===== config.mk =====
export PLATFORM = sky130hd
export DESIGN_NAME = urx_receiver
export DESIGN_NICKNAME = d
export VERILOG_FILES = /design/src/pkg/urx_pkg.sv /design/src/rtl/urx_receiver.sv /design/src/rtl/urx_tick_gen.sv
export SDC_FILE = /design/constraint.sdc
export NUM_CORES = 1
export LEC_CHECK = 0
export ABC_AREA = 1
export BUFFER_PORTS_ARGS = -buffer_cell sky130_fd_sc_hd__buf_2
export CAP_MARGIN = 25
export CELL_PAD_IN_SITES_DETAIL_PLACEMENT = 1
export CELL_PAD_IN_SITES_GLOBAL_PLACEMENT = 2
export CORE_MARGIN = 5
export CORE_UTILIZATION = 31
export DETAILED_ROUTE_END_ITERATION = 16
export PLACE_DENSITY_LB_ADDON = 0.1
export SLEW_MARGIN = 5
export SYNTH_ARGS = -nofsm -noshare
export SYNTH_HDL_FRONTEND = slang
export SYNTH_SLANG_ARGS = --single-unit

===== constraint.sdc =====
create_clock -name clock -period 3.1 [get_ports clock]
set_input_delay 0.465 -clock clock [delete_from_list [all_inputs] [get_ports clock]]
set_output_delay 0.465 -clock clock [all_outputs]
set_load 0.01 [all_outputs]

===== src/pkg/urx_pkg.sv =====
// Shared constants, types and field layout of the serial receive block.
// Assumes a 10 MHz system clock and a 32-bit AXI4-Lite register bus.
package urx_pkg;

   // Register byte offsets on the AXI4-Lite bus
   localparam logic [7:0] ADDR_CTRL = 8'h00;
   localparam logic [7:0] ADDR_BAUD = 8'h04;
   localparam logic [7:0] ADDR_STATUS = 8'h08;
   localparam logic [7:0] ADDR_DATA = 8'h0C;
   localparam logic [7:0] ADDR_IRQ_STATUS = 8'h10;
   localparam logic [7:0] ADDR_IRQ_MASK = 8'h14;

   // Control register fields
   localparam int CTRL_ENABLE_BIT = 0;
   localparam int CTRL_DOUBLE_BIT = 1;
   localparam int CTRL_FILTER_BIT = 2;
   localparam int CTRL_SIZE_LSB = 3;
   localparam int CTRL_SIZE_W = 4;
   localparam logic [31:0] CTRL_RESET = 32'h0000_0040;

   // Baud divisor: one sample tick every (value + 1) clocks
   localparam int BAUD_W = 12;
   localparam logic [BAUD_W-1:0] BAUD_RESET = 12'h000;

   // Status register fields
   localparam int STAT_COMPLETE_BIT = 0;
   localparam int STAT_FRAME_ERR_BIT = 1;
   localparam int STAT_NINTH_BIT = 2;
   localparam int STAT_BUSY_BIT = 3;

   // Interrupt status and mask fields
   localparam int IRQ_W = 2;
   localparam int IRQ_RX_BIT = 0;
   localparam int IRQ_FERR_BIT = 1;
   localparam logic [IRQ_W-1:0] IRQ_MASK_RESET = 2'h0;

   // Sampling plan of one bit, per speed mode
   localparam logic [4:0] SAMPLES_NORMAL = 5'h10;
   localparam logic [4:0] SAMPLES_DOUBLE = 5'h08;
   localparam logic [4:0] VOTE_FIRST_NORMAL = 5'h08;
   localparam logic [4:0] VOTE_FIRST_DOUBLE = 5'h04;

   // Character size limits
   localparam logic [3:0] SIZE_MIN = 4'h5;
   localparam logic [3:0] SIZE_MAX = 4'h9;

   // AXI responses
   localparam logic [1:0] RESP_OKAY = 2'h0;
   localparam logic [1:0] RESP_SLVERR = 2'h2;

   // Receiver sequence
   typedef enum logic [1:0] {
      RX_IDLE,
      RX_START,
      RX_DATA,
      RX_STOP
   } urx_state_type;

   // One finished frame as it leaves the recovery logic
   typedef struct packed {
      logic [8:0] data;
      logic frameError;
      logic addressFrame;
   } urx_frame_type;

endpackage : urx_pkg


===== src/rtl/urx_receiver.sv =====
// Serial receive data recovery with address-frame filter, AXI4-Lite slave.
// Assumes an idle-high serial line from a remote transmitter, asynchronous
// to the system clock, and software that polls or takes the interrupt.
//
// Summary of operation
// - Sixteen samples per bit, eight at double speed
// - Bit level is majority of three samples
// - Voting samples start at 8, or 4
// - Frame ends at first stop bit
// - Low first stop bit sets frame error
// - Next start accepted right after stop vote
// - Filter mode drops frames without address
// - Filter setting gates stored frames and their interrupt events
// - Type bit: stop bit, or ninth bit
// - Type one means address, zero data
// - Start validated on samples 8-10 or 4-6
// - Double speed halves samples per bit
//
// The AXI4-Lite slave port and the register offsets were decided locally.
`timescale 1ns/1ps

module urx_receiver (
   input wire logic clock,
   input wire logic rst,
   input wire logic [7:0] s_axi_awaddr,
   input wire logic s_axi_awvalid,
   output logic s_axi_awready,
   input wire logic [31:0] s_axi_wdata,
   input wire logic [3:0] s_axi_wstrb,
   input wire logic s_axi_wvalid,
   output logic s_axi_wready,
   output logic [1:0] s_axi_bresp,
   output logic s_axi_bvalid,
   input wire logic s_axi_bready,
   input wire logic [7:0] s_axi_araddr,
   input wire logic s_axi_arvalid,
   output logic s_axi_arready,
   output logic [31:0] s_axi_rdata,
   output logic [1:0] s_axi_rresp,
   output logic s_axi_rvalid,
   input wire logic s_axi_rready,
   input wire logic serial_input_pin,
   output logic irq
);

   // Majority of three samples
   function automatic logic majority3(input logic [2:0] s);
      majority3 = (s[0] & s[1]) | (s[0] & s[2]) | (s[1] & s[2]);
   endfunction : majority3

   // Byte-lane merge of a write into a register image
   function automatic logic [31:0] merge(input logic [31:0] old,
      input logic [31:0] data, input logic [3:0] strb);
      merge = old;
      for (int i = 0; i < 4; i++) begin
         if (strb[i]) begin
            merge[i*8 +: 8] = data[i*8 +: 8];
         end
      end
   endfunction : merge

   // Registers that software writes
   logic [31:0] ctrl; // Enable, speed, filter, size
   logic [urx_pkg::BAUD_W-1:0] baudDivisorValue; // Sample tick divisor
   logic [urx_pkg::IRQ_W-1:0] irqMask; // Interrupt enables

   // Receiver state shown to software
   logic rxCompleteFlag; // Unread frame held
   logic frameErrorFlag; // Stop bit of held frame was low
   logic [8:0] rxData; // Held character
   logic [urx_pkg::IRQ_W-1:0] irqStatus; // Sticky events

   // Two-flop synchroniser; only rxSync is read by logic
   logic rxMeta;
   logic rxSync;

   // Recovery engine
   urx_pkg::urx_state_type state;
   logic [4:0] sampleNum; // Number of the last sample taken
   logic [3:0] bitIndex; // Data bit being received
   logic [1:0] votes; // First two voting samples
   logic [8:0] shiftReg; // Data bits gathered so far
   logic tick; // One sample period elapsed

   // AXI write bookkeeping
   logic awTaken;
   logic wTaken;
   logic [7:0] wrAddr;
   logic [31:0] wrData;
   logic [3:0] wrStrb;

   // Configuration decode
   wire logic rxEnable = ctrl[urx_pkg::CTRL_ENABLE_BIT];
   wire logic doubleSpeedSelect = ctrl[urx_pkg::CTRL_DOUBLE_BIT];
   wire logic addressFilterEnable = ctrl[urx_pkg::CTRL_FILTER_BIT];
   wire logic [3:0] sizeCfg =
      ctrl[urx_pkg::CTRL_SIZE_LSB +: urx_pkg::CTRL_SIZE_W];
   // Out-of-range sizes clamp to the nearest legal one
   wire logic [3:0] charBits =
      (sizeCfg < urx_pkg::SIZE_MIN) ? urx_pkg::SIZE_MIN :
      (sizeCfg > urx_pkg::SIZE_MAX) ? urx_pkg::SIZE_MAX : sizeCfg;

   // Sampling plan for the selected speed
   wire logic [4:0] samplesPerBit = doubleSpeedSelect ?
      urx_pkg::SAMPLES_DOUBLE : urx_pkg::SAMPLES_NORMAL;
   wire logic [4:0] voteFirst = doubleSpeedSelect ?
      urx_pkg::VOTE_FIRST_DOUBLE : urx_pkg::VOTE_FIRST_NORMAL;
   wire logic [4:0] voteLast = voteFirst + 5'h02;
   wire logic [4:0] nextSample =
      (sampleNum >= samplesPerBit) ? 5'h01 : sampleNum + 5'h01;
   wire logic active = (state != urx_pkg::RX_IDLE);
   wire logic sampleTick = tick && active;
   wire logic collect = sampleTick && (nextSample >= voteFirst) &&
      (nextSample < voteLast);
   wire logic decide = sampleTick && (nextSample == voteLast);
   wire logic voteBit = majority3({votes, rxSync});
   wire logic startSeen = tick && !active && !rxSync;
   wire logic lastData = (bitIndex == charBits - 4'h1);
   wire logic stopDone = decide && (state == urx_pkg::RX_STOP);

   // Frame type bit and filter decision; the filter gates what is
   // stored and the interrupt events, both through accept
   wire logic frameType = (charBits == urx_pkg::SIZE_MAX) ?
      shiftReg[8] : voteBit;
   wire logic discard = addressFilterEnable && !frameType;
   wire urx_pkg::urx_frame_type frame = '{data: shiftReg,
      frameError: !voteBit, addressFrame: frameType};
   wire logic accept = stopDone && !discard;

   // AXI decode
   wire logic doWrite = awTaken && wTaken && !s_axi_bvalid;
   wire logic readTake = s_axi_arvalid && s_axi_arready;
   wire logic readsData = readTake && (s_axi_araddr == urx_pkg::ADDR_DATA);
   wire logic readsIrq = readTake &&
      (s_axi_araddr == urx_pkg::ADDR_IRQ_STATUS);
   wire logic wrCtrl = doWrite && (wrAddr == urx_pkg::ADDR_CTRL);
   wire logic wrBaud = doWrite && (wrAddr == urx_pkg::ADDR_BAUD);
   wire logic wrMask = doWrite && (wrAddr == urx_pkg::ADDR_IRQ_MASK);
   wire logic wrMapped = wrCtrl || wrBaud || wrMask ||
      (wrAddr == urx_pkg::ADDR_STATUS) || (wrAddr == urx_pkg::ADDR_DATA) ||
      (wrAddr == urx_pkg::ADDR_IRQ_STATUS);
   wire logic [31:0] mergedCtrl = merge(ctrl, wrData, wrStrb);
   wire logic [31:0] mergedBaud = merge({20'h0_0000, baudDivisorValue},
      wrData, wrStrb);
   wire logic [31:0] mergedMask = merge({30'h0, irqMask},
      wrData, wrStrb);
   wire logic [31:0] statusWord = {28'h000_0000, active,
      rxData[8], frameErrorFlag, rxCompleteFlag};
   localparam int IRQ_W_LOCAL = urx_pkg::IRQ_W;
   wire logic [IRQ_W_LOCAL-1:0] irqEvents = {accept && frame.frameError,
      accept};
   wire logic [31:0] readMux =
      (s_axi_araddr == urx_pkg::ADDR_CTRL) ? ctrl :
      (s_axi_araddr == urx_pkg::ADDR_BAUD) ?
         {20'h0_0000, baudDivisorValue} :
      (s_axi_araddr == urx_pkg::ADDR_STATUS) ? statusWord :
      (s_axi_araddr == urx_pkg::ADDR_DATA) ? {23'h0, rxData} :
      (s_axi_araddr == urx_pkg::ADDR_IRQ_STATUS) ?
         {30'h0, irqStatus} :
      (s_axi_araddr == urx_pkg::ADDR_IRQ_MASK) ?
         {30'h0, irqMask} : 32'h0000_0000;
   wire logic readMapped = (s_axi_araddr <= urx_pkg::ADDR_IRQ_MASK) &&
      (s_axi_araddr[1:0] == 2'h0);

   // Sample tick source
   urx_tick_gen #(
      .WIDTH(urx_pkg::BAUD_W)
   ) tickGen (
      .clock(clock),
      .rst(rst),
      .enable(rxEnable),
      .divisor(baudDivisorValue),
      .tick(tick)
   );

   // Pin synchroniser; the line idles high so reset holds it high
   always_ff @(posedge clock) begin
      if (rst) begin
         rxMeta <= 1'b1;
         rxSync <= 1'b1;
      end else begin
         rxMeta <= serial_input_pin;
         rxSync <= rxMeta;
      end
   end

   // Recovery sequence, stepped once per sample tick
   always_ff @(posedge clock) begin
      if (rst || !rxEnable) begin
         state <= urx_pkg::RX_IDLE;
         sampleNum <= 5'h00;
         bitIndex <= 4'h0;
         votes <= 2'h0;
         shiftReg <= 9'h000;
      end else if (startSeen) begin
         // First low sample is sample 1 of the start bit
         state <= urx_pkg::RX_START;
         sampleNum <= 5'h01;
         bitIndex <= 4'h0;
         shiftReg <= 9'h000; // Unused upper bits read as zero
      end else if (sampleTick) begin
         sampleNum <= nextSample;
         if (collect) begin
            votes <= {votes[0], rxSync};
         end
         if (decide) begin
            unique case (state)
               urx_pkg::RX_START: begin
                  // Majority high means a noise spike
                  state <= voteBit ? urx_pkg::RX_IDLE : urx_pkg::RX_DATA;
               end
               urx_pkg::RX_DATA: begin
                  shiftReg[bitIndex] <= voteBit;
                  bitIndex <= bitIndex + 4'h1;
                  if (lastData) begin
                     state <= urx_pkg::RX_STOP;
                  end
               end
               urx_pkg::RX_STOP: begin
                  // Idle at once, so a start can follow the vote
                  state <= urx_pkg::RX_IDLE;
               end
               urx_pkg::RX_IDLE: begin
                  state <= urx_pkg::RX_IDLE;
               end
            endcase
         end
      end
   end

   // Held frame and its flags; a new frame wins over a read clear
   always_ff @(posedge clock) begin
      if (rst || !rxEnable) begin
         rxCompleteFlag <= 1'b0;
         frameErrorFlag <= 1'b0;
         rxData <= 9'h000;
      end else if (accept) begin
         // Discarded frames never get here
         rxCompleteFlag <= 1'b1;
         frameErrorFlag <= frame.frameError;
         rxData <= frame.data;
      end else if (readsData) begin
         rxCompleteFlag <= 1'b0;
      end
   end

   // Sticky interrupt status; read clears, a same-cycle event stays
   always_ff @(posedge clock) begin
      if (rst) begin
         irqStatus <= '0;
      end else begin
         irqStatus <= (readsIrq ? '0 : irqStatus) | irqEvents;
      end
   end

   // Interrupt level output
   always_ff @(posedge clock) begin
      if (rst) begin
         irq <= 1'b0;
      end else begin
         irq <= |(irqStatus & irqMask);
      end
   end

   // Software-written registers
   always_ff @(posedge clock) begin
      if (rst) begin
         ctrl <= urx_pkg::CTRL_RESET;
         baudDivisorValue <= urx_pkg::BAUD_RESET;
         irqMask <= urx_pkg::IRQ_MASK_RESET;
      end else begin
         if (wrCtrl) begin
            ctrl <= {25'h0, mergedCtrl[6:0]};
         end
         if (wrBaud) begin
            baudDivisorValue <= mergedBaud[urx_pkg::BAUD_W-1:0];
         end
         if (wrMask) begin
            irqMask <= mergedMask[urx_pkg::IRQ_W-1:0];
         end
      end
   end

   // Write channels: address and data taken in either order
   always_ff @(posedge clock) begin
      if (rst) begin
         s_axi_awready <= 1'b0;
         s_axi_wready <= 1'b0;
         s_axi_bvalid <= 1'b0;
         s_axi_bresp <= urx_pkg::RESP_OKAY;
         awTaken <= 1'b0;
         wTaken <= 1'b0;
         wrAddr <= 8'h00;
         wrData <= 32'h0000_0000;
         wrStrb <= 4'h0;
      end else begin
         if (!awTaken && !s_axi_bvalid) begin
            s_axi_awready <= !(s_axi_awvalid && s_axi_awready);
         end
         if (!wTaken && !s_axi_bvalid) begin
            s_axi_wready <= !(s_axi_wvalid && s_axi_wready);
         end
         if (s_axi_awvalid && s_axi_awready) begin
            awTaken <= 1'b1;
            wrAddr <= s_axi_awaddr;
         end
         if (s_axi_wvalid && s_axi_wready) begin
            wTaken <= 1'b1;
            wrData <= s_axi_wdata;
            wrStrb <= s_axi_wstrb;
         end
         if (doWrite) begin
            // Unmapped addresses answer with an error, no effect
            s_axi_bvalid <= 1'b1;
            s_axi_bresp <= wrMapped ? urx_pkg::RESP_OKAY :
               urx_pkg::RESP_SLVERR;
            awTaken <= 1'b0;
            wTaken <= 1'b0;
         end else if (s_axi_bvalid && s_axi_bready) begin
            s_axi_bvalid <= 1'b0;
         end
      end
   end

   // Read channel: one read at a time, data registered
   always_ff @(posedge clock) begin
      if (rst) begin
         s_axi_arready <= 1'b0;
         s_axi_rvalid <= 1'b0;
         s_axi_rdata <= 32'h0000_0000;
         s_axi_rresp <= urx_pkg::RESP_OKAY;
      end else if (readTake) begin
         s_axi_arready <= 1'b0;
         s_axi_rvalid <= 1'b1;
         s_axi_rdata <= readMux;
         s_axi_rresp <= readMapped ? urx_pkg::RESP_OKAY :
            urx_pkg::RESP_SLVERR;
      end else if (s_axi_rvalid && s_axi_rready) begin
         s_axi_rvalid <= 1'b0;
         s_axi_arready <= 1'b1;
      end else if (!s_axi_rvalid) begin
         s_axi_arready <= 1'b1;
      end
   end
endmodule : urx_receiver


===== src/rtl/urx_tick_gen.sv =====
// Sample tick generator for the serial receiver.
// Assumes the divisor is static while the receiver is running.
`timescale 1ns/1ps

module urx_tick_gen #(
   parameter int WIDTH = 12
) (
   input wire logic clock,
   input wire logic rst,
   input wire logic enable,
   input wire logic [WIDTH-1:0] divisor,
   output logic tick
);

   logic [WIDTH-1:0] count; // Clocks left until the next tick

   // Down counter; a tick every divisor+1 clocks while enabled
   always_ff @(posedge clock) begin
      if (rst || !enable) begin
         count <= '0;
         tick <= 1'b0;
      end else if (count == '0) begin
         count <= divisor;
         tick <= 1'b1;
      end else begin
         count <= count - 1'b1;
         tick <= 1'b0;
      end
   end

endmodule : urx_tick_gen


==> metrics.cfg <==
[cts]
holdBufCountCts = 0
cts_num_sinks = 115
htreeDepth = 4
cts_buffers = 17
postCtsSetupBuffers = 0
clkLatencyLatePin_ns = 0.41
cts_tree = yes
cts_root_buf = clkbuf_16
clk_pin_slew_ns = 0.05
cts_buffer_depth = 2
post_cts.resized_instances = 0

[yosys]
synth_edf_count = 0
seq_area_frac_synth = 0.416
synth.area.top_cells = dfxtp_1 42%, nor2_1 7.3%, nand2_1 7.3%
avgSynthCellArea_um2 = 7.38
ys_warn_count = 0
yosysTopAreaCell = dfxtp_1
synth-main-ff-cell = dfxtp_1
ys_ff_latch = 115
ys_async_sr_fraction = 0
ys_types = 45
synth_top_area_share = 0.416
syn_inst = 750
synth_area_mm2 = 0.00553

[global_routing]
grt_util_all_layers = 0.159
grt_overflow = 0
antenna_found_initial = 0
grt_max_degree = 43
grt_pass1_wl_um = 26000
grt_pass1_vias = 5185

[critical_path]
crit_required_ns = 3.43
end_kind = flop
start_kind = flop
arrival_ns = 3.02
cp_max_fo = 13
critPathKind = flop to flop

[routing]
via_per_inst = 4.80
postRouteAntennaNets = 0
dr.first_iter.drc_count = 256
drt_pass1_iterations = 4
drcViolationCount = 0
num_vias = 5038
wl_per_cell_um = 15.1
wirelength_um = 15900

[timing]
slew_violations = 0
rsz0062_at_grt = no
post-route-period-util = 0.867
min_period_ns = 2.69
skew_ns = 0.00803
setup_violations = 0
max_slew_margin = 0.529
hold_viol_final = 0
fin_tns_setup_ns = 0
max_freq_mhz = 372
hold_slack_ns = 0.262
tightest_slew_ns = 0.702

[worst_hold_path]
hold_class = input pin to flop

[flow_run]
drv_cap = 0

[floorplan]
die_y_um = 144
ios = 102
die-area_mm2 = 0.0206
die_w_um = 144
rows = 48
core-area_mm2 = 0.0174
floorplan.initialDensity = 0.318

[final_layout]
layout-drive-gt1-share = 0.156
layout_commonest_cell = dfxtp_1
area_growth_pct = 19.1
multi_input_area_mm2 = 0.00269
fillers = 2203
diodes = 0
seq_area_mm2 = 0.00230
final_nets = 887
final_cell_mix = 115 x dfxtp_1, 108 x nor2_1, 107 x nand2_1

[placement]
portBuffers = 57
dp_hpwl_um = 12300
gp_congestion = 0.829

[pwr]
power.leakage_nw = 2.73
powerDensity_mw_per_mm2 = 574
power_w = 0.00378
peakVddDrop_uv = 371

[status]
status = completed

==> cell type report <==
cell class / count / share of cell area
clock inverter: 9 / 0.0234
timing repair buffer: 68 / 0.0558
tap: 225 / 0.0427
sequential: 115 / 0.349
clock buffer: 22 / 0.0704
inverter: 88 / 0.0501
multi-input combinational: 523 / 0.408
==> logic make-up (layout without fill, tap and decap cells) <==
family                   after synthesis  after routing  synth area share
buffers and inverters                133            187             0.112
AND/OR/NAND/NOR                      312            312             0.259
XOR/XNOR                              12             12            0.0190
adder cells (fa/ha/maj)               14             14            0.0317
other                                  1             22          0.000678
flip-flops                           115            115             0.416
AO/OA/AOI/OAI                        163            163             0.162
==> registers in the layout (all words and copies together) (netlist names), 2 cells and up <==
| signal | cells |
|---|---|
| irqMask | 2 |
| votes | 2 |
| bitIndex | 4 |
| sampleNum | 5 |
| ctrl | 7 |
| tickGen.count | 12 |
| wrAddr | 8 |
| state | 2 |
| irqStatus | 2 |
| baudDivisorValue | 12 |
| rxData | 9 |
| s_axi_rdata | 12 |
| wrData | 12 |
| wrStrb | 2 |
| shiftReg | 9 |
==> through the flow <==
stage	utilization	instances	area (um^2)	setup slack, ns
floorplan	-	771	5610	0.940
global placement	0.343	1019	5970	0.474
detailed placement	0.343	1019	5970	0.348
CTS	0.378	1050	6590	0.344
global route	0.378	1050	6590	0.114
finish	0.378	1050	6590	0.413
==> metal layers <==
| metal | vias up | track usage | routed length (um) |
|---|---|---|---|
| met4 | 0 | 0.0421 | 152 |
| met5 | - | 0 | 0 |
| li1 | 2584 | - | - |
| met3 | 14 | 0.0393 | 496 |
| met1 | 2371 | 0.208 | 7820 |
| met2 | 69 | 0.262 | 7420 |
==> power by group <==
group          internal [W]  switching, W
clock network       0.00138      0.000687
registers           0.00151     0.0000254
logic             0.0000611      0.000115
total               0.00296      0.000827
==> cells in the mapped netlist (all sizes together) (4+ instances only) <==
library cell and n:
nand3 44, a31oi 9, nand4 27, a211oi 8, inv 85, clkbuf 11, buf 34, nor2 114
nand2 111, nor3 8, o211ai 5, dfxtp 115, o21ai 66, a21oi 64, or2 4, xor2 11
ha 14
==> path summary, 6_finish.rpt <==
check | startpoint | to | slack [ns] | cells past startpoint
min | serial_input_pin | rxMeta | 0.26 | 2
min reg2reg | rxMeta | rxSync | 0.41 | 1
max | ctrl[1] | shiftReg[1] | 0.41 | 12
max reg2reg | ctrl[1] | shiftReg[1] | 0.41 | 12
==> critical path, cell delays in order, from the launching register on <==
cell     delay [ns]
dfxtp_1        0.44
ha_1           0.30
a21oi_2        0.26
nand2_2        0.12
nor3_1         0.26
ha_1           0.19
inv_1          0.06
nor2_1         0.12
nand2_1        0.10
nor2_4         0.28
buf_4          0.24
nand4_1        0.10
a21oi_1        0.14
Power figures use the tool's default switching activity.
